`config.mk`:
```
export PLATFORM = sky130hd
export DESIGN_NAME = pkh_top
export DESIGN_NICKNAME = d
export VERILOG_FILES = /design/src/pkh_sync.v /design/src/pkh_por.v /design/src/pkh_top.v
export VERILOG_INCLUDE_DIRS = /design/src /design/src/include
export SDC_FILE = /design/constraint.sdc
export NUM_CORES = 1
export LEC_CHECK = 0
export ABC_AREA = 0
export BUFFER_PORTS_ARGS = -buffer_cell sky130_fd_sc_hd__buf_2
export CORE_ASPECT_RATIO = 0.6
export CORE_MARGIN = 1.5
export CORE_UTILIZATION = 54
export CTS_BUF_LIST = sky130_fd_sc_hd__clkbuf_8
export DETAILED_ROUTE_END_ITERATION = 8
export PLACE_DENSITY = 0.89
export SYNTH_ARGS = -nofsm -noshare
export SYNTH_HDL_FRONTEND = slang
export SYNTH_SLANG_ARGS = --single-unit
```
`constraint.sdc`:
```
create_clock -name clk -period 2 [get_ports clk]
set_input_delay 0.2 -clock clk [delete_from_list [all_inputs] [get_ports clk]]
set_output_delay 0.2 -clock clk [all_outputs]
set_load 0.005 [all_outputs]
```
`src/include/pkh_regs.vh`:
```
// register map, field positions, reset values and timing counts of the keystroke port
`ifndef PKH_REGS_VH
`define PKH_REGS_VH

// ---------------------------------------------------------------
// register byte offsets
// ---------------------------------------------------------------
`define PKH_OFS_CTRL 8'h00
`define PKH_OFS_STATUS 8'h04
`define PKH_OFS_LAST 8'h08
`define PKH_OFS_COUNT 8'h0c
`define PKH_OFS_ID 8'h10

// ---------------------------------------------------------------
// control fields and reset values
// ---------------------------------------------------------------
`define PKH_CTRL_ENABLE_BIT 0
`define PKH_CTRL_CLR_HELD_BIT 1
`define PKH_CTRL_ENABLE_RST 1'b1

// ---------------------------------------------------------------
// status fields
// ---------------------------------------------------------------
`define PKH_ST_ACK_BIT 0
`define PKH_ST_BUSY_BIT 1
`define PKH_ST_PULLUP_BIT 2
`define PKH_ST_HELD_BIT 3
`define PKH_ST_STROBE_BIT 4
`define PKH_ST_HOLD_BIT 5
`define PKH_ST_ACKPIN_BIT 6

// ---------------------------------------------------------------
// hid report layout and descriptor constants
// ---------------------------------------------------------------
`define PKH_RPT_MOD_LSB 0
`define PKH_RPT_KEY_LSB 16
`define PKH_COUNTRY_CODE 8'h00
`define PKH_IDLE_KEY 8'h00
`define PKH_MOD_LCTRL 0
`define PKH_MOD_LSHIFT 1
`define PKH_MOD_LALT 2
`define PKH_MOD_LGUI 3
`define PKH_MOD_RCTRL 4
`define PKH_MOD_RSHIFT 5
`define PKH_MOD_RALT 6
`define PKH_MOD_RGUI 7

// ---------------------------------------------------------------
// axi responses
// ---------------------------------------------------------------
`define PKH_RESP_OKAY 2'b00
`define PKH_RESP_SLVERR 2'b10

// ---------------------------------------------------------------
// timing
// ---------------------------------------------------------------
`define PKH_CLK_PERIOD_NS 10
`define PKH_POR_TIME_NS 10000
`define PKH_POR_CYCLES ((`PKH_POR_TIME_NS + `PKH_CLK_PERIOD_NS - 1) / `PKH_CLK_PERIOD_NS)

`endif

```
`src/pkh_sync.v`:
```
// three-stage input synchroniser whose output follows once stages two and three agree
`timescale 1ns/100ps
module pkh_sync #(
  parameter WIDTH = 1,
  parameter [WIDTH-1:0] INIT = {WIDTH{1'b1}}
) (
  input wire clk,
  input wire sys_rst,
  input wire [WIDTH-1:0] din,
  output wire [WIDTH-1:0] dout
);

  // ---------------------------------------------------------------
  // per-bit chain
  // ---------------------------------------------------------------
  genvar gi;
  generate
    for (gi = 0; gi < WIDTH; gi = gi + 1) begin : g_bit
      reg s1_r; // first stage, read only by the second
      reg s2_r;
      reg s3_r;
      reg out_r; // filtered level
      // the output moves only when two settled stages agree, so a glitch is dropped
      always @(posedge clk) begin
        if (sys_rst) begin
          s1_r <= INIT[gi];
          s2_r <= INIT[gi];
          s3_r <= INIT[gi];
          out_r <= INIT[gi];
        end else begin
          s1_r <= din[gi];
          s2_r <= s1_r;
          s3_r <= s2_r;
          if (s2_r == s3_r) begin
            out_r <= s3_r;
          end
        end
      end
      assign dout[gi] = out_r;
    end
  endgenerate

endmodule // pkh_sync

```
`src/pkh_por.v`:
```
// power-up sequencer: enables input pull-ups, then declares the port ready
`timescale 1ns/100ps
`include "pkh_regs.vh"
module pkh_por #(
  parameter POR_CYC = `PKH_POR_CYCLES
) (
  input wire clk,
  input wire sys_rst,
  output wire pullup_en,
  output wire por_done
);

  // ---------------------------------------------------------------
  // sequence counter
  // ---------------------------------------------------------------
  reg [15:0] cnt_r; // cycles since reset release
  reg pullup_r; // pull-ups start off and come on during the sequence
  reg done_r; // inputs have settled with pull-ups on

  // pull-ups come on at the first edge; inputs are trusted only after the wait
  always @(posedge clk) begin
    if (sys_rst) begin
      cnt_r <= 16'h0000;
      pullup_r <= 1'b0;
      done_r <= 1'b0;
    end else begin
      pullup_r <= 1'b1;
      if (!done_r) begin
        if (cnt_r == POR_CYC[15:0] - 16'h0001) begin
          done_r <= 1'b1;
        end else begin
          cnt_r <= cnt_r + 16'h0001;
        end
      end
    end
  end

  assign pullup_en = pullup_r;
  assign por_done = done_r;

endmodule // pkh_por

```
`src/pkh_top.v`:
```
// parallel keystroke port that turns strobed codes into hid boot keyboard reports
`timescale 1ns/100ps
`include "pkh_regs.vh"

// Notes on behaviour
// - key code plus six modifiers form one report
// - modifier inputs are active low
// - alt and gui both sides, ctrl/shift right only
// - strobe low captures and sends one keystroke
// - acknowledge pulled low once inputs are taken
// - each key sent as press then release
// - hold high keeps modifiers until next strobe
// - hold low clears modifiers after each keystroke
// - enumerates as boot protocol hid keyboard
// - country code is zero, not localized
// - every usage code forwarded unchanged
// - power-up sequence enables input pull-ups
module pkh_top #(
  parameter ADDR_W = 8,
  parameter POR_CYC = `PKH_POR_CYCLES,
  parameter [31:0] ID_VALUE = 32'h00c0ffee // arbitrary value
) (
  input wire clk,
  input wire sys_rst,
  input wire [7:0] key_code_in,
  input wire left_alt_mod_n,
  input wire left_gui_mod_n,
  input wire right_ctrl_mod_n,
  input wire right_shift_mod_n,
  input wire right_alt_mod_n,
  input wire right_gui_mod_n,
  input wire keystroke_strobe_n,
  input wire hold_in,
  input wire ack_n_in,
  output reg ack_n_out,
  output reg ack_n_oe,
  output wire pullup_en,
  output reg rpt_valid,
  output reg [63:0] rpt_data,
  input wire rpt_ready,
  output reg [7:0] hid_country_code,
  output reg hid_boot_subclass,
  output reg hid_kbd_protocol,
  input wire [ADDR_W-1:0] s_axi_awaddr,
  input wire s_axi_awvalid,
  output reg s_axi_awready,
  input wire [31:0] s_axi_wdata,
  input wire [3:0] s_axi_wstrb,
  input wire s_axi_wvalid,
  output reg s_axi_wready,
  output reg [1:0] s_axi_bresp,
  output reg s_axi_bvalid,
  input wire s_axi_bready,
  input wire [ADDR_W-1:0] s_axi_araddr,
  input wire s_axi_arvalid,
  output reg s_axi_arready,
  output reg [31:0] s_axi_rdata,
  output reg [1:0] s_axi_rresp,
  output reg s_axi_rvalid,
  input wire s_axi_rready
);

  // ---------------------------------------------------------------
  // state encoding
  // ---------------------------------------------------------------
  localparam [1:0] ST_IDLE = 2'b00; // waiting for a strobe edge
  localparam [1:0] ST_DOWN = 2'b01; // press report offered
  localparam [1:0] ST_UP = 2'b10; // release report offered
  localparam [1:0] ST_WAIT = 2'b11; // waiting for strobe to go high

  // ---------------------------------------------------------------
  // pin synchronisation
  // ---------------------------------------------------------------
  wire [16:0] pin_raw; // every asynchronous pin in one bundle
  wire [16:0] pin_sync; // filtered levels
  wire por_done; // inputs settled after power-up
  wire [7:0] key_s; // synchronised key code
  wire [5:0] mod_n_s; // synchronised modifiers, active low
  wire strobe_n_s; // synchronised strobe
  wire hold_s; // synchronised hold level
  wire ack_pin_s; // level seen on the acknowledge wire

  assign pin_raw = {ack_n_in, hold_in, keystroke_strobe_n, right_gui_mod_n, right_alt_mod_n,
                    right_shift_mod_n, right_ctrl_mod_n, left_gui_mod_n, left_alt_mod_n,
                    key_code_in};

  // strobe, code and modifiers share one path so their lag is equal
  pkh_sync #(
    .WIDTH(17),
    .INIT(17'h17fff)
  ) u_sync (
    .clk(clk),
    .sys_rst(sys_rst),
    .din(pin_raw),
    .dout(pin_sync)
  );

  pkh_por #(
    .POR_CYC(POR_CYC)
  ) u_por (
    .clk(clk),
    .sys_rst(sys_rst),
    .pullup_en(pullup_en),
    .por_done(por_done)
  );

  assign key_s = pin_sync[7:0];
  assign mod_n_s = pin_sync[13:8];
  assign strobe_n_s = pin_sync[14];
  assign hold_s = pin_sync[15];
  assign ack_pin_s = pin_sync[16];

  // ---------------------------------------------------------------
  // modifier mapping into the hid modifier byte
  // ---------------------------------------------------------------
  reg [7:0] mod_byte; // active-high modifier byte from the pins

  // left ctrl and left shift have no pin and always read released
  always @* begin
    mod_byte = 8'h00;
    mod_byte[`PKH_MOD_LALT] = ~mod_n_s[0];
    mod_byte[`PKH_MOD_LGUI] = ~mod_n_s[1];
    mod_byte[`PKH_MOD_RCTRL] = ~mod_n_s[2];
    mod_byte[`PKH_MOD_RSHIFT] = ~mod_n_s[3];
    mod_byte[`PKH_MOD_RALT] = ~mod_n_s[4];
    mod_byte[`PKH_MOD_RGUI] = ~mod_n_s[5];
  end

  // ---------------------------------------------------------------
  // software registers
  // ---------------------------------------------------------------
  reg enable_r; // accepts strobes only while set
  reg clr_held_r; // one-cycle pulse that drops held modifiers if idle
  reg [1:0] state_r; // handshake state
  reg [1:0] state_nxt;
  reg strobe_prev_r; // previous filtered strobe level
  reg [7:0] key_r; // captured usage code
  reg [7:0] mod_r; // captured modifier byte
  reg [7:0] held_r; // modifiers reported while idle
  reg [15:0] count_r; // accepted keystrokes
  wire strobe_fall; // one-cycle falling edge of the strobe
  wire take; // a keystroke is captured this cycle

  assign strobe_fall = strobe_prev_r & ~strobe_n_s;
  // edges outside idle are ignored: a source that strobes early breaks its own side
  assign take = (state_r == ST_IDLE) & strobe_fall & enable_r & por_done;

  // ---------------------------------------------------------------
  // handshake state machine
  // ---------------------------------------------------------------
  // next-state logic: press, release, then wait for the strobe to return high
  always @* begin
    state_nxt = state_r;
    case (state_r)
      ST_IDLE: begin
        if (take) begin
          state_nxt = ST_DOWN;
        end
      end
      ST_DOWN: begin
        if (rpt_ready) begin
          state_nxt = ST_UP;
        end
      end
      ST_UP: begin
        if (rpt_ready) begin
          state_nxt = ST_WAIT;
        end
      end
      ST_WAIT: begin
        if (strobe_n_s) begin
          state_nxt = ST_IDLE;
        end
      end
      default: begin
        state_nxt = ST_IDLE;
      end
    endcase
  end

  // state, capture and report registers
  always @(posedge clk) begin
    if (sys_rst) begin
      state_r <= ST_IDLE;
      strobe_prev_r <= 1'b1;
      key_r <= 8'h00;
      mod_r <= 8'h00;
      held_r <= 8'h00;
      count_r <= 16'h0000;
      rpt_valid <= 1'b0;
      rpt_data <= 64'h0000000000000000;
      ack_n_out <= 1'b0;
      ack_n_oe <= 1'b0;
    end else begin
      state_r <= state_nxt;
      strobe_prev_r <= strobe_n_s;
      ack_n_out <= 1'b0; // open drain: only ever pulls low
      // capture outranks a software clear of the held byte in the same cycle
      if (take) begin
        key_r <= key_s;
        mod_r <= mod_byte;
        count_r <= count_r + 16'h0001;
        ack_n_oe <= 1'b1;
        rpt_valid <= 1'b1;
        rpt_data <= 64'h0000000000000000;
        rpt_data[`PKH_RPT_MOD_LSB +: 8] <= mod_byte;
        rpt_data[`PKH_RPT_KEY_LSB +: 8] <= key_s;
      end else if (state_r == ST_DOWN && rpt_ready) begin
        // press taken: the release keeps modifiers only under hold
        rpt_data <= 64'h0000000000000000;
        rpt_data[`PKH_RPT_KEY_LSB +: 8] <= `PKH_IDLE_KEY;
        if (hold_s) begin
          rpt_data[`PKH_RPT_MOD_LSB +: 8] <= mod_r;
          held_r <= mod_r;
        end else begin
          held_r <= 8'h00;
        end
      end else if (state_r == ST_UP && rpt_ready) begin
        rpt_valid <= 1'b0; // both reports queued
      end else if (state_r == ST_WAIT && strobe_n_s) begin
        ack_n_oe <= 1'b0;
      end else if (clr_held_r && state_r == ST_IDLE) begin
        held_r <= 8'h00;
      end
    end
  end

  // ---------------------------------------------------------------
  // descriptor facts seen by the usb stack
  // ---------------------------------------------------------------
  // held in flops; country code is steady from reset on, subclass and protocol read zero in reset and one after it
  always @(posedge clk) begin
    if (sys_rst) begin
      hid_country_code <= `PKH_COUNTRY_CODE;
      hid_boot_subclass <= 1'b0;
      hid_kbd_protocol <= 1'b0;
    end else begin
      hid_country_code <= `PKH_COUNTRY_CODE;
      hid_boot_subclass <= 1'b1;
      hid_kbd_protocol <= 1'b1;
    end
  end

  // ---------------------------------------------------------------
  // axi4-lite write channel
  // ---------------------------------------------------------------
  reg aw_got_r; // address accepted, waiting for data
  reg w_got_r; // data accepted, waiting for address
  reg [ADDR_W-1:0] awaddr_r;
  reg [31:0] wdata_r;
  reg [3:0] wstrb_r;
  wire aw_fire;
  wire w_fire;
  wire wr_go; // both halves present, perform the write

  assign aw_fire = s_axi_awvalid & s_axi_awready;
  assign w_fire = s_axi_wvalid & s_axi_wready;
  assign wr_go = aw_got_r & w_got_r & ~s_axi_bvalid;

  // address and data may arrive in either order; one write at a time
  always @(posedge clk) begin
    if (sys_rst) begin
      aw_got_r <= 1'b0;
      w_got_r <= 1'b0;
      awaddr_r <= {ADDR_W{1'b0}};
      wdata_r <= 32'h00000000;
      wstrb_r <= 4'h0;
      s_axi_awready <= 1'b0;
      s_axi_wready <= 1'b0;
      s_axi_bvalid <= 1'b0;
      s_axi_bresp <= `PKH_RESP_OKAY;
      enable_r <= `PKH_CTRL_ENABLE_RST;
      clr_held_r <= 1'b0;
    end else begin
      clr_held_r <= 1'b0;
      s_axi_awready <= ~aw_got_r & ~aw_fire & ~s_axi_bvalid;
      s_axi_wready <= ~w_got_r & ~w_fire & ~s_axi_bvalid;
      if (aw_fire) begin
        aw_got_r <= 1'b1;
        awaddr_r <= s_axi_awaddr;
      end
      if (w_fire) begin
        w_got_r <= 1'b1;
        wdata_r <= s_axi_wdata;
        wstrb_r <= s_axi_wstrb;
      end
      if (wr_go) begin
        aw_got_r <= 1'b0;
        w_got_r <= 1'b0;
        s_axi_bvalid <= 1'b1;
        s_axi_bresp <= `PKH_RESP_OKAY;
        case (awaddr_r)
          `PKH_OFS_CTRL: begin
            if (wstrb_r[0]) begin
              enable_r <= wdata_r[`PKH_CTRL_ENABLE_BIT];
              clr_held_r <= wdata_r[`PKH_CTRL_CLR_HELD_BIT];
            end
          end
          `PKH_OFS_STATUS, `PKH_OFS_LAST, `PKH_OFS_COUNT, `PKH_OFS_ID: begin
            s_axi_bresp <= `PKH_RESP_OKAY; // read-only, write dropped
          end
          default: begin
            s_axi_bresp <= `PKH_RESP_SLVERR; // nothing mapped here
          end
        endcase
      end else if (s_axi_bvalid && s_axi_bready) begin
        s_axi_bvalid <= 1'b0;
      end
    end
  end

  // ---------------------------------------------------------------
  // axi4-lite read channel
  // ---------------------------------------------------------------
  reg [31:0] rd_word; // decoded read value
  reg rd_err; // unmapped read address
  wire ar_fire;

  assign ar_fire = s_axi_arvalid & s_axi_arready;

  // read decode; reserved bits read as zero
  always @* begin
    rd_word = 32'h00000000;
    rd_err = 1'b0;
    case (s_axi_araddr)
      `PKH_OFS_CTRL: begin
        rd_word[`PKH_CTRL_ENABLE_BIT] = enable_r;
      end
      `PKH_OFS_STATUS: begin
        rd_word[`PKH_ST_ACK_BIT] = ack_n_oe;
        rd_word[`PKH_ST_BUSY_BIT] = (state_r != ST_IDLE);
        rd_word[`PKH_ST_PULLUP_BIT] = pullup_en;
        rd_word[`PKH_ST_HELD_BIT] = |held_r;
        rd_word[`PKH_ST_STROBE_BIT] = strobe_n_s;
        rd_word[`PKH_ST_HOLD_BIT] = hold_s;
        rd_word[`PKH_ST_ACKPIN_BIT] = ack_pin_s;
      end
      `PKH_OFS_LAST: begin
        rd_word[15:0] = {mod_r, key_r};
      end
      `PKH_OFS_COUNT: begin
        rd_word[15:0] = count_r;
      end
      `PKH_OFS_ID: begin
        rd_word = ID_VALUE;
      end
      default: begin
        rd_err = 1'b1;
      end
    endcase
  end

  // address taken in one cycle, data answered on the next
  always @(posedge clk) begin
    if (sys_rst) begin
      s_axi_arready <= 1'b0;
      s_axi_rvalid <= 1'b0;
      s_axi_rdata <= 32'h00000000;
      s_axi_rresp <= `PKH_RESP_OKAY;
    end else begin
      s_axi_arready <= ~s_axi_rvalid & ~ar_fire;
      if (ar_fire) begin
        s_axi_rvalid <= 1'b1;
        s_axi_rdata <= rd_word;
        s_axi_rresp <= rd_err ? `PKH_RESP_SLVERR : `PKH_RESP_OKAY;
      end else if (s_axi_rvalid && s_axi_rready) begin
        s_axi_rvalid <= 1'b0;
      end
    end
  end

endmodule // pkh_top

```
==> metrics.cfg <==
[run_status]
status=complete, no violations

[die]
num_io_pins=196
core_um2=13000
fp-row-count=32
fp.dieW_um=153
die_y_um=92.9
dieArea_um2=14200
initial_utilization_pct=56.0

[routing]
drtAntennaViolNets=0
dr_total_vias=5788
first_pass_iters=5
via_per_inst=5.25
drt_iter0_markers=500
drt-wirelength-per-cell_um=14.7
wl_mm=16.2
route.detailed.drc=0

[timing]
slew_headroom_pct=58.6
finalCritPeriodShare_pct=96.8
fmax_mhz=517
setup_viol=0
final-hold-violation-count=0
drv_slew=0
worst_pin_slew_ns=0.619
fin_skew_ns=0.00994
fin_crit_ns=1.94
tns_ns=0
rsz0062_at_grt=no
final.setup.worst_slack_ns=0.0646

[critical_path]
crit_type=reg -> reg
worstSetupStartpoint=state_r[0]
cp-start-kind=register
crit_family=simple AND/OR/NAND/NOR gates
cp_num_buf_inv=1
cp_slowest_cell=or4_4
worstPathRequired_ns=2.40
crit_arrival_ns=2.34
path_cells=inv_2, ha_4, nand4_2, or4_4, or3_1, a21oi_1
reg2reg_from=state_r[0]
path_max_fanout=5
critPathMaxStageDelay_ns=0.61
worstSetupEndpointType=register

[placed_design]
pre_cts_ws_ns=0.0105
io_buffers=87
dpl.hpwl_mm=10.6
gp_congestion=0.880

[hold_path]
min-delay-start=s_axi_bready
hp-class=in -> reg

[global_routing]
grt_overflow=0
antenna_found_initial=0
grt_max_degree=52
grt_pass1_wl_mm=25.6
grt_use_total_pct=22.7
grt_pass1_vias=5215

[finish]
multi_input_area_um2=3210
seq_area_um2=3600
synthToLayoutAreaGrowth_pct=15.7
final_cell_mix=180 x dfxtp_1, 86 x buf_2, 77 x a21oi_1, 75 x conb_1, 71 x nand2_1
fillers=1050
final_common_cell=dfxtp_1
drive_above_1_share_pct=23.2
antennaDiodeCount=0
nets=1003

[power_and_ir_drop]
swShare_pct=28.7
powerDensity_nw_per_um2=819
p_int_mw=4.91
ir_drop_mv=0.433
p_leak_nw=3.33
pwr-share-clk_pct=37.0
seqPwrFrac_pct=54.2
p_sw_mw=1.97
combPwrFrac_pct=8.8

[clock_network]
clock_sinks=180
cts_tree=yes
cts_root_buffer=clkbuf_8
insertion_delay_ns=0.48
clk_pin_slew_ns=0.10
cts_buffers=17
cts_buffer_depth=2
h-tree-depth=4

[synth]
async_flop_share_pct=0
ys_types=47
yosysTopAreaCellShare_pct=49.6
yosys.area.top_type=dfxtp_1
dominantRegCellSynth=dfxtp_1
synth_edf_count=0
synth_warnings=0
ys_seq_area_share_pct=49.6
ys_top_cells_by_area=dfxtp_1 50%, buf_4 8.1%, a21oi_1 5.4%, or2_2 4.1%, nand2_1 3.7%
synth_area_um2=7270
synth_seq_cells=180
syn-instance-count=801
syn_avg_cell_area_um2=9.07

[run]
drv_cap=0

[kinds of logic after synthesis]
kind of cell	count (synthesis)	synth area share, %
other	1	0.0516
buffers and inverters	125	10.6
multiplexers	16	2.57
XOR/XNOR	15	1.81
adder cells (fa/ha/maj)	7	1.21
flip-flops	180	49.6
AO/OA/AOI/OAI	174	13.9
AND/OR/NAND/NOR	283	20.3
[cells in the mapped netlist, types with 3 or more instances]
cell type  count
dfxtp_1      180
a21oi_1       78
buf_4         78
nand2_1       71
nor2_1        59
or2_2         48
o21ai_0       46
clkbuf_1      29
nand3_1       28
a211oi_1      18
nand4_1       14
a22o_1        12
mux2_2        11
or3_1          9
xnor2_1        9
inv_1          8
nor3_1         8
ha_1           7
buf_2          6
nor2b_1        6
nor4_1         6
or4_1          6
xor2_1         6
a31oi_1        5
o31ai_1        5
and2_1         4
and4_1         4
mux2i_1        4
nor3b_1        4
nor4b_1        4
a22oi_1        3
nand2b_1       3
[timing repair]
action | in CTS | in global routing
pin swaps | 0 | 1
hold buffers | 29 | 0
endpoints found under the setup margin | 6 | 18
buffers inserted | 0 | 2
endpoints found under the hold margin | 29 | 0
resized for setup | 2 | 7
cloned | 0 | 1
[layout make-up]
type / count / area share, %
clock inverters: 15 / 2.40
flip-flops and latches: 180 / 42.9
inverters: 10 / 0.446
clock buffers: 17 / 2.78
well taps: 170 / 2.53
repair buffers: 139 / 10.9
multi-input cells: 571 / 38.1
[stage by stage]
stage	utilization [%]	std cells	instance area, um^2	power (mW)	hold slack (ns)
floorplan	-	875	7540	4.22	0.304
global placement	58.9	1038	7640	4.28	0.382
detailed placement	58.9	1038	7640	4.30	0.384
CTS	64.5	1099	8370	6.85	0.00637
global route	64.8	1102	8410	7.15	0.0298
finish	64.8	1102	8410	6.88	0.0289
[state kept, by name, indices dropped and copies added, names as in the netlist, 2 cells and up]
name,flops
u_sync.g_bit.s2_r,17
awaddr_r,8
mod_r,6
key_r,8
u_sync.g_bit.s3_r,17
u_por.cnt_r,16
u_sync.g_bit.s1_r,17
held_r,6
count_r,16
state_r,2
u_sync.g_bit.out_r,17
s_axi_rdata,17
rpt_data,14
wdata_r,2
[metal layers]
layer,global-route usage (%),wire [um],up-vias
met3,6.83,1340,34
met2,34.4,7000,221
met5,0,0,-
li1,-,-,2867
met1,30.5,7490,2666
met4,8.33,321,0
[power groups by stage]
stage          registers [mW]  logic, mW  clock network [mW]
2_1_floorplan            3.80      0.416                   0
3_3_place_gp             3.80      0.476                   0
3_5_place_dp             3.81      0.491                   0
4_1_cts                  3.73      0.547                2.58
5_1_grt                  3.74      0.667                2.73
6_report                 3.73      0.604                2.55
[worst min-delay path: stages]
cell and delay, ns:
buf_2 0.09, inv_1 0.04, a21oi_1 0.06, nor2_1 0.08
[path summary, 6_finish.rpt]
check,endpoint,slack (ns),cells after the start
worst max register to register,count_r[12],0.06,6
worst max-delay path,count_r[12],0.06,6
worst min register to register,u_sync.g_bit[6].s2_r,0.41,1
worst min-delay path,s_axi_bvalid,0.03,4
(Power assumes the default switching activity.)
